## config.mk

```make
export PLATFORM = sky130hd
export DESIGN_NAME = ptfc_decide
export DESIGN_NICKNAME = d
export VERILOG_FILES = /design/src/rtl/ptfc_pkg.sv /design/src/rtl/ptfc_decide.sv
export SDC_FILE = /design/constraint.sdc
export NUM_CORES = 1
export LEC_CHECK = 0
export ABC_AREA = 1
export ABC_CLOCK_PERIOD_IN_PS = 880
export BUFFER_PORTS_ARGS = -buffer_cell sky130_fd_sc_hd__buf_4
export CAP_MARGIN = 10
export CORE_AREA = 2 2 39 41
export DETAILED_ROUTE_END_ITERATION = 10
export DIE_AREA = 0 0 41 43
export GPL_TIMING_DRIVEN = 0
export PLACE_DENSITY = 0.85
export SYNTH_ARGS = -nofsm -noshare
export SYNTH_HDL_FRONTEND = slang
export SYNTH_SLANG_ARGS = --single-unit
```

## constraint.sdc

```tcl
create_clock -name vclk -period 0.88
set_input_delay 0.044 -clock vclk [all_inputs]
set_output_delay 0.044 -clock vclk [all_outputs]
set_load 0.005 [all_outputs]
```

## src/rtl/ptfc_pkg.sv

```systemverilog
// constants and types for the pasid-table entry fault checker
package ptfc_pkg;
  localparam logic [7:0] FR_FETCH_ERR   = 8'h58;
  localparam logic [7:0] FR_NOT_PRESENT = 8'h59;
  localparam logic [7:0] FR_RSVD        = 8'h5A;
  localparam logic [7:0] FR_BAD_PROG    = 8'h5B;
  localparam logic [7:0] FR_EXEC        = 8'h5C;
  localparam logic [7:0] FR_PRIV        = 8'h5D;
  localparam logic [7:0] FR_NONE        = 8'h00;

  localparam logic [2:0] TT_FIRST  = 3'h1;
  localparam logic [2:0] TT_SECOND = 3'h2;
  localparam logic [2:0] TT_NESTED = 3'h3;
  localparam logic [2:0] TT_PASS   = 3'h4;

  // request classes
  localparam logic [2:0] RQ_UNTRANS   = 3'h0;
  localparam logic [2:0] RQ_TRANSREQ  = 3'h1;
  localparam logic [2:0] RQ_TRANSLATED = 3'h2;
  localparam logic [2:0] RQ_PAGE_RESP = 3'h3;
  localparam logic [2:0] RQ_PAGE_NORESP = 3'h4;

  // completion actions
  localparam logic [2:0] ACT_OK      = 3'h0;
  localparam logic [2:0] ACT_UR      = 3'h1;
  localparam logic [2:0] ACT_CA      = 3'h2;
  localparam logic [2:0] ACT_SUCC0   = 3'h3;
  localparam logic [2:0] ACT_IR      = 3'h4;
  localparam logic [2:0] ACT_DROP    = 3'h5;

  // status / mask bit positions
  localparam int ST_FETCH = 0;
  localparam int ST_NP    = 1;
  localparam int ST_RSVD  = 2;
  localparam int ST_PROG  = 3;
  localparam int ST_EXEC  = 4;
  localparam int ST_PRIV  = 5;
  localparam int ST_W     = 6;

  localparam logic [1:0] ADDR_STATUS = 2'h0;
  localparam logic [1:0] ADDR_MASK   = 2'h1;
  localparam logic [1:0] ADDR_LAST   = 2'h2;
  localparam logic [ST_W-1:0] MASK_RESET = 6'h00;
endpackage

```

## src/rtl/ptfc_decide.sv

```systemverilog
// combinational fault priority and action decode
module ptfc_decide (
  input  wire logic       fetch_err,
  input  wire logic       present,
  input  wire logic       rsvd_nz,
  input  wire logic       aw_bad,
  input  wire logic [2:0] tt_sel,
  input  wire logic [3:0] caps,
  input  wire logic       first_level_paging_mode_bad,
  input  wire logic       emt_bad,
  input  wire logic       with_pasid,
  input  wire logic       exec_req,
  input  wire logic       exec_en,
  input  wire logic       priv_eff,
  input  wire logic       sup_en,
  input  wire logic [2:0] rq_class,
  output logic            fault,
  output logic            qualified,
  output logic [7:0]      reason,
  output logic [2:0]      action,
  output logic [5:0]      ev
);
  logic tt_bad;
  logic is_page;
  logic is_trq;

  // map a request class to the action for this fault
  function automatic logic [2:0] act_of(input logic [2:0] cls, input logic succ0,
                                        input logic page_ok);
    case (cls)
      ptfc_pkg::RQ_UNTRANS:     act_of = ptfc_pkg::ACT_UR;
      ptfc_pkg::RQ_TRANSREQ:    act_of = succ0 ? ptfc_pkg::ACT_SUCC0 : ptfc_pkg::ACT_CA;
      ptfc_pkg::RQ_PAGE_RESP:   act_of = page_ok ? ptfc_pkg::ACT_IR : ptfc_pkg::ACT_OK;
      ptfc_pkg::RQ_PAGE_NORESP: act_of = page_ok ? ptfc_pkg::ACT_DROP : ptfc_pkg::ACT_OK;
      default:                  act_of = ptfc_pkg::ACT_OK;
    endcase
  endfunction

  always_comb begin
    case (tt_sel)
      ptfc_pkg::TT_FIRST:  tt_bad = ~caps[0];
      ptfc_pkg::TT_SECOND: tt_bad = ~caps[1];
      ptfc_pkg::TT_NESTED: tt_bad = ~caps[2];
      ptfc_pkg::TT_PASS:   tt_bad = ~caps[3];
      default:             tt_bad = 1'b1;
    endcase
  end

  assign is_page = (rq_class == ptfc_pkg::RQ_PAGE_RESP) |
                   (rq_class == ptfc_pkg::RQ_PAGE_NORESP);
  assign is_trq  = (rq_class == ptfc_pkg::RQ_UNTRANS) | (rq_class == ptfc_pkg::RQ_TRANSREQ);

  always_comb begin
    fault     = 1'b0;
    qualified = 1'b0;
    reason    = ptfc_pkg::FR_NONE;
    action    = ptfc_pkg::ACT_OK;
    ev        = 6'h00;
    // translated requests and undefined classes never fault
    if (rq_class == ptfc_pkg::RQ_TRANSLATED || rq_class > ptfc_pkg::RQ_PAGE_NORESP) begin
      fault = 1'b0;
    end else if (fetch_err) begin
      fault = 1'b1;
      reason = ptfc_pkg::FR_FETCH_ERR;
      action = act_of(rq_class, 1'b0, 1'b1);
      ev[ptfc_pkg::ST_FETCH] = 1'b1;
    end else if (!present) begin
      fault = 1'b1;
      qualified = 1'b1;
      reason = ptfc_pkg::FR_NOT_PRESENT;
      action = act_of(rq_class, 1'b1, 1'b1);
      ev[ptfc_pkg::ST_NP] = 1'b1;
    end else if (rsvd_nz) begin
      fault = 1'b1;
      qualified = 1'b1;
      reason = ptfc_pkg::FR_RSVD;
      action = act_of(rq_class, 1'b0, 1'b1);
      ev[ptfc_pkg::ST_RSVD] = 1'b1;
    end else if (aw_bad || tt_bad) begin
      fault = 1'b1;
      qualified = 1'b1;
      reason = ptfc_pkg::FR_BAD_PROG;
      action = act_of(rq_class, 1'b0, 1'b1);
      ev[ptfc_pkg::ST_PROG] = 1'b1;
    end else if ((first_level_paging_mode_bad || emt_bad) && !is_page) begin
      fault = 1'b1;
      qualified = 1'b1;
      reason = ptfc_pkg::FR_BAD_PROG;
      action = act_of(rq_class, 1'b0, 1'b0);
      ev[ptfc_pkg::ST_PROG] = 1'b1;
    end else if (is_trq && with_pasid && exec_req && !exec_en) begin
      fault = 1'b1;
      qualified = 1'b1;
      reason = ptfc_pkg::FR_EXEC;
      action = act_of(rq_class, 1'b1, 1'b0);
      ev[ptfc_pkg::ST_EXEC] = 1'b1;
    end else if (is_trq && priv_eff && !sup_en) begin
      fault = 1'b1;
      qualified = 1'b1;
      reason = ptfc_pkg::FR_PRIV;
      action = act_of(rq_class, 1'b1, 1'b0);
      ev[ptfc_pkg::ST_PRIV] = 1'b1;
    end
  end
endmodule

```

Word level (Yosys, flattened, before mapping). Index checks and enable logic that the tools add are counted.

Output and inout port bits: 19. Logic and storage cells: 72. Register bits after elaboration: 0. Input port bits: 21.

Eq/ne operators: 8. Multiplexer cells: 44. Bitwise logic cells: 6. Magnitude comparators: 1. Reductions and logical operators: 13.

Operators by type and width (number): 2-to-1 mux 7 bit (8); 2-to-1 mux 3 bit (9); case mux 3 bit (4 select lines) (2); 2-to-1 mux 1 bit (17); equality test 3 x 2 -> 1 bit (second input constant) (4); case mux 2 bit (2 select lines) (2); equality test 3 x 1 -> 1 bit (second input constant) (2); equality test 3 bit (second input constant) (2); logical AND 1 bit (6); 2-to-1 mux 6 bit (1); 2-to-1 mux 5 bit (1); 2-to-1 mux 2 bit (2); 2-to-1 mux 4 bit (1); inverter 1 bit (4); case mux 1 bit (4 select lines) (1); > comparator 3 bit (second input constant) (1); logical NOT 1 bit (3); logical NOT 3 bit (1); logical OR 1 bit (3); bitwise OR 1 bit (2).

Longest topological paths before layout. Gate-level depths: netlist of run 1.

Word-level depth: 12. Mapped depth: 10. Depth with buffers taken out: 10.

Least setup slack after synthesis of run 1. No wires, ideal clock.

Kind: input-to-output. From: input port tt_sel[0]. To: output port reason[4]. Path buffers: 1. Slack: -0.100 ns. Required time: 0.836 ns. Arrival time: 0.936 ns. Stages: 7. Path through: inv_1 nand3_1 a21oi_1 nand4_1 nor3_2 nor2_1 buf_4.

Word-level cells in the longest chain between the ends: 8. Elaborated cells between the ends (all ways): 11. Classes of those cells: eq/ne (4); mux (6); reduce/logical (1).

RTL lines: from (decl) (line ptfc_decide.sv:7) `input wire logic [2:0] tt_sel,`; equality test 3 bit (tied with other cells) (line ptfc_decide.sv:40) `case (tt_sel)`; case mux 1 bit (4 select lines) * (line ptfc_decide.sv:40); logical OR 1 bit * (line ptfc_decide.sv:79) `end else if (aw_bad || tt_bad) begin`; 2-to-1 mux 7 bit * (line ptfc_decide.sv:79); 2-to-1 mux 7 bit * (line ptfc_decide.sv:73) `end else if (rsvd_nz) begin`; 2-to-1 mux 7 bit * (line ptfc_decide.sv:67) `end else if (!present) begin`; 2-to-1 mux 7 bit * (line ptfc_decide.sv:62) `end else if (fetch_err) begin`; 2-to-1 mux 7 bit * (line ptfc_decide.sv:60) `if (rq_class == ptfc_pkg::RQ_TRANSLATED || rq_class > ptfc_pkg::RQ_PAGE_NORESP) begin`; to (decl) (line ptfc_decide.sv:19) `output logic [7:0] reason,`.

Every way passes the cells marked *; elsewhere a longest branch is shown, timed or not.

Worst setup path after layout of run 1.
From: input port tt_sel[0]. To: output port action[1].

Word-level cells in the longest chain between the ends: 8. Elaborated cells between the ends (all ways): 11. Classes of those cells: eq/ne (4); mux (6); reduce/logical (1).

RTL lines: equality test 3 bit (tied with other cells) (line ptfc_decide.sv:40); case mux 1 bit (4 select lines) * (line ptfc_decide.sv:40); logical OR 1 bit * (line ptfc_decide.sv:79); 2-to-1 mux 3 bit * (line ptfc_decide.sv:79); 2-to-1 mux 3 bit * (line ptfc_decide.sv:73); 2-to-1 mux 3 bit * (line ptfc_decide.sv:67); 2-to-1 mux 3 bit * (line ptfc_decide.sv:62); 2-to-1 mux 3 bit * (line ptfc_decide.sv:60); to (decl) (line ptfc_decide.sv:20) `output logic [2:0] action,`.

Marked as above.

==> impl_results.md, run 1 <==
* Max-slew violations at 0
* First-iteration detailed-routing DRC count at 2
* GR Overflow Total at 0
* Synthesized instance count at 78
* Vias at 639
* Seq Cell Count at 0
* Multiplexer share of the synthesized area at 0%
* Distinct cells, synth at 18
* Synth Cell Area at about 410 um^2
* Most common cell after layout, fill and taps aside: buf_4
* DIE AREA at 1763 um^2
* Wire length per cell at 10.26 um
* Die H at 43 um
* Vias in the first global route at 568
* Nets at 150
* Routability Congestion at 0.7829
* XOR/XNOR Fraction of Synth Area at 0%
* Outcome: complete, but fails checks
* Std-Cell Core Area at 1384 um^2
* First-pass GRT wire length at 2042 um
* Rows at 14
* Post-Synth Adder-Cell Area at 0%
* CP required at 0.84 ns
* Slowest cell delay on critical path at 0.29 ns
* Die width at 41 um
* Post-route ant nets at 0
* Layout area overhead at 127.9%
* IO Port Bufs at 38
* Top delay family on crit path: simple AND/OR/NAND/NOR gates
* Non-filler cells, final at 143
* CP cell instances: buf_12, inv_12, nand3_2, a21oi_2, nand4_1, nor3_2, buf_4, nor2_2, buf_4
* Worst path bufs/invs at 4
* F_max at 822.9 MHz
* Setup crit end kind: output pin
* Peak VDD IR at a little over 0.2 mV
* Post-synthesis compound-gate area fraction at 12.27%
* Final Cell Area at 929.6 um^2
* CP Launch Type: primary input
* Worst min path class: in -> out
* Vias/cell at approximately 4.5
* Final min period at 1.215 ns
* GRT Total Usage at 15.38%
* Pwr dens at around 450 nW/um^2
* Max_cap viols at 0
* Initial core utilization at between 20 and 30%
* Layout cell share with drive strength beyond 1 at 67.72%
* FF/Latch Area at 0 um^2
* Post-synthesis simple-gate area fraction at 64.72%
* First-pass iteration count of the detailed router at 2
* I/O pins at 40
* Final Hold Viols at 0
* CP arrival at 1.17 ns
* Mean area per synthesized cell at between 5 and 6 um^2
* Placed Cells at 133
* Dpl cell area at 750.7 um^2
* Most frequent cells in the layout: buf_4 (44), inv_1 (11), nand2_1 (11)
* Slowest-stage cell, CP: nor3_2
* Residual DRC at 0
* Crit Path Class: in -> out
* Sequential fraction of the synthesis area at 0%
* Most used cell, CP: buf_4
* Clock buffers at 0
* Final worst slack at -0.3353 ns
* RSZ-0062 raised after global routing: yes
* HPWL after DPL at 1050 um
* Initial antenna violation count at 0
* Largest family of logic cells by synthesized area: simple AND/OR/NAND/NOR gates
* Failing checks: negative setup slack
* Diodes inserted at 0
* Post-Route WL at 1467 um
* Yosys warns at 0
* Crit path max fanout at 3
* Static Leakage at 0.4756 nW
* Final period util at 138.1%
* # fillers at ~120
* Final setup vio count at 16
* Largest net degree at the start of global routing at 8
area by class of cell:
cell class	count	area (um^2)	share of cell area, %
Timing Repair Buffer	48	402.9	43.34
Buffer	4	30.03	3.230
Multi-Input combinational cell	59	399.1	42.93
Inverter	16	77.57	8.345
Tap cell	16	20.02	2.153
where the power goes:
part           total [mW]  leakage, nW  switching, mW  internal [mW]
Sequential              0            0              0              0
Combinational       0.415        0.476          0.189          0.226
Clock                   0            0              0              0
Total               0.415        0.476          0.189          0.226
per-layer routing:
metal | wire (um) | GRT usage [%]
met5 | 0 | 0
met4 | 14 | 2.000
met3 | 99 | 0
met2 | 855 | 30.63
met1 | 496 | 16.77
what timing repair did:
action,in CTS,in global routing
hold buffers,0,0
resized for setup,19,6
endpoints found under the setup margin,15,15
buffers inserted,6,5
pin swaps,7,12
synthesized netlist by cell type, drive strengths merged:
cell type | count | share of area (%)
nor2 | 20 | 28
nand2 | 17 | 18
inv | 16 | 15
nand3 | 5 | 6.1
a21oi | 4 | 4.9
buf | 4 | 7.4
nor3 | 4 | 6.1
o21ai | 3 | 5.5
nand4 | 2 | 3.1
conb | 1 | 0.92
nor4 | 1 | 3.1
o21a | 1 | 1.8
worst paths after layout:
kind / to / start / depth (start not counted) / slack, ns
max: action[1] / tt_sel[0] / 9 / -0.34
min: ev[1] / present / 3 / 0.37
metrics by stage:
step           hold slack (ns)  setup TNS, ns  setup slack, ns  utilization (%)  power [mW]
3_3_place_gp            0.3597         -3.299          -0.3793            54.25      0.3196
3_5_place_dp            0.3633         -3.664          -0.4192            54.25      0.3274
4_1_cts                 0.3693         -3.358          -0.3317            63.29      0.3827
6_report                0.3731         -3.657          -0.3353            67.18      0.4154
5_1_grt                 0.4005         -4.797          -0.4101            67.18      0.4483
2_1_floorplan           0.1191       -0.02769         -0.01384                -      0.1571
cells by family (layout without fill, tap and decap cells):
| kind of cell | after synthesis | after routing |
|---|---|---|
| AOI/OAI and AO/OA | 8 | 8 |
| buffers and inverters | 20 | 68 |
| other | 1 | 2 |
| and+or+nand+nor | 49 | 49 |
worst min-delay path, delay by kind of cell:
kind | cells | cell delay (ns)
AND/OR/NAND/NOR | 1 | 0.05
buffers and inverters | 2 | 0.23
Power figures use the tool's default switching activity.
==> run 2: changes to the inputs <==
--- a/config.mk
+++ b/config.mk
@@ -5,7 +5,6 @@
 export SDC_FILE = /design/constraint.sdc
 export NUM_CORES = 1
 export LEC_CHECK = 0
-export ABC_AREA = 1
 export ABC_CLOCK_PERIOD_IN_PS = 880
 export BUFFER_PORTS_ARGS = -buffer_cell sky130_fd_sc_hd__buf_4
 export CAP_MARGIN = 10
@@ -13,7 +12,7 @@
 export DETAILED_ROUTE_END_ITERATION = 10
 export DIE_AREA = 0 0 41 43
 export GPL_TIMING_DRIVEN = 0
-export PLACE_DENSITY = 0.85
+export PLACE_DENSITY = 0.83
 export SYNTH_ARGS = -nofsm -noshare
 export SYNTH_HDL_FRONTEND = slang
 export SYNTH_SLANG_ARGS = --single-unit
==> run 2 against run 1 <==
Net effect: first-iteration DRC count did not move; final cell count fell by 19%; flip-flop and latch count unchanged; worst hold slack worse by 0.012 ns; the run still ends with negative setup slack left; critical path depth decreased by 2; largest power group unchanged; total power is 13% lower; die area unchanged.
==> impl_results.md, run 2 <==
* Outcome: complete, but fails checks
* Failing checks: negative setup slack
* Setup total negative slack at -6.608 ns (-2.952 ns)
* Die width at 41 um (unchanged)
* Met1 Use GR at 15.29% (-1.5 points)
* Final setup vio count at 14 (-2)
* Initial antenna violation count at 0 (unchanged)
* CP required at 0.84 ns (about the same)
* Largest net degree at the start of global routing at 9 (+1)
* Post-route ant nets at 0 (unchanged)
* Most frequent cells in the layout: buf_4 (42), nor2_1 (7), inv_1 (5), nor3_2 (5)
* IO Port Bufs at 38 (unchanged)
* Max-slew violations at 0 (unchanged)
* F_max at 705.4 MHz (-14%)
* Mean area per synthesized cell at 6.666 um^2 (+27%)
* CP arrival at 1.37 ns (+0.20 ns)
* First-pass iteration count of the detailed router at 4 (+2)
* Clock buffers at 0 (unchanged)
* Pwr dens at 451.4 nW/um^2 (+1.0%)
* FF/Latch Area at 0 um^2 (unchanged)
* Sequential power share at 0% (unchanged)
* # fillers at 130 (+11%)
* Most numerous cell in the Yosys netlist: nor2_1
* Met3 usage at 1.047% (+1.0 points)
* Layout cell share with drive strength beyond 1 at 63.00% (-4.7 points)
* Slowest-stage cell, CP: a221oi_4
* Vias at 578 (-9.5%)
* Rows at 14 (unchanged)
* Net Sw Power at 0.1529 mW (-19%)
* GRT Total Usage at 14.21% (-1.2 points)
* Clock share of power at 0% (unchanged)
* Worst path bufs/invs at 3 (-1)
* Vias in the first global route at 502 (-12%)
* Met2 usage at 28.75% (-1.9 points)
* GR Overflow Total at 0 (unchanged)
* Placed Cells at 113 (-15%)
* Final period util at 161.1% (+23 points)
* Final min period at 1.418 ns (+0.2023 ns)
* Gate power share at 100.0% (about the same)
* Distinct cells, synth at 31 (+13)
* Crit path max fanout at 5 (+2)
* Std-Cell Core Area at 1384 um^2 (unchanged)
* Most used cell, CP: buf_4
* Most common cell after layout, fill and taps aside: buf_4
* Synthesized instance count at 58 (-26%)
* Peak VDD IR at 0.1540 mV (-25%)
* Wire length per cell at 10.71 um (+4.4%)
* Die H at 43 um (unchanged)
* Layout area overhead at 108.1%
* Total Power at 0.3631 mW (-13%)
* Yosys warns at 0 (unchanged)
* Residual DRC at 0 (unchanged)
* First-pass GRT wire length at 1890 um (-7.4%)
* Setup crit end kind: output pin
* CP Launch Type: primary input
* Nets at 123 (-18%)
* Seq Cell Count at 0 (unchanged)
* Diodes inserted at 0 (unchanged)
* Layout Utilization at 58.14% (-9.0 points)
* RSZ-0062 raised after global routing: yes
* Synth Cell Area at 386.6 um^2 (-5.2%)
* Max_cap viols at 0 (unchanged)
* Crit Path Class: in -> out
* HPWL after DPL at 1036 um (-1.4%)
* Vias/cell at 4.983 (+12%)
* Top delay family on crit path: buffers and inverters
* Area of the multi-input gates at 412.9 um^2 (+3.4%)
* Post-synth top cells: nor2_1 (7), nor3_1 (6), inv_1 (5)
* Slowest cell delay on critical path at 0.37 ns (+0.08 ns)
* Gr busiest metal: met2
* Non-filler cells, final at 116 (-19%)
* Sequential fraction of the synthesis area at 0% (unchanged)
* Routability Congestion at 0.7401 (-5.5%)
* Post-Route WL at 1242 um (-15%)
* Largest cells by area after synthesis: nor3_1 (7.8%), buf_4 (7.8%), a221oi_4 (6.8%)
* Initial core utilization at 27.94% (-1.5 points)
* Dpl ws at -0.6172 ns (-0.1980 ns)
* I/O pins at 40 (unchanged)
* Leading area contributor after synthesis: nor3_1
* Yosys top cell area share at 7.767% (-4.2 points)
* CP cell instances: buf_8, mux2_4, a221oi_4, buf_4, nor3_4, nor3_2, buf_4
* Pint at 0.2102 mW (-6.9%)
* Final Hold Viols at 0 (unchanged)
* Sw frac at 42.11% (-3.5 points)
* Worst min path class: in -> out
* First-iteration detailed-routing DRC count at 2 (unchanged)
* DIE AREA at 1763 um^2 (unchanged)
* Final worst slack at -0.5376 ns (-0.2023 ns)
* Static Leakage at 0.3781 nW (-20%)
## run 2: repair_timing
item                                    in CTS  in global routing
pin swaps                                    7                  3
buffers inserted                             3                  0
hold buffers                                 0                  0
endpoints found under the setup margin      15                 15
resized for setup                            8                  4
## run 2: metal layers
layer	routed length (um)	vias to the layer above
li1	-	298
met1	432	259
met2	700	21
met3	109	0
met4	0	0
met5	0	-
## run 2: worst paths after layout
kind / endpoint / cells past startpoint / start / slack, ns
max: ev[3] / 7 / tt_sel[0] / -0.54
min: ev[3] / 3 / rsvd_nz / 0.36
## run 2: per-stage QoR
stage / hold slack, ns / area, um^2
after floorplan: 0.1191 / 420.4
after global placement: 0.3746 / 725.7
after detailed placement: 0.3768 / 725.7
after CTS: 0.3599 / 784.5
after global routing: 0.3671 / 804.5
final: 0.3614 / 804.5
## run 2: final cells by class
class,instances,area share [%]
Inverter,5,2.333
Tap cell,16,2.488
Buffer,4,3.733
Multi-Input combinational cell,50,51.32
Timing Repair Buffer,41,40.12
## run 2: cells by family after synthesis
| family | share of synthesized area [%] |
|---|---|
| other | 0.9699 |
| AOI/OAI and AO/OA | 29.78 |
| and+or+nand+nor | 50.17 |
| buffers and inverters | 12.62 |
| muxes | 6.471 |
## run 2: power groups by stage
stage	Combinational [mW]	Clock, mW	Sequential, mW
finish	0.363	0	0
global route	0.395	0	0
CTS	0.353	0	0
detailed placement	0.316	0	0
global placement	0.310	0	0
floorplan	0.144	0	0
## run 2: tightest hold or removal path, delay by kind of cell
| kind | cells | cell delay [ns] |
|---|---|---|
| buf+inv | 2 | 0.23 |
| simple gates | 1 | 0.04 |
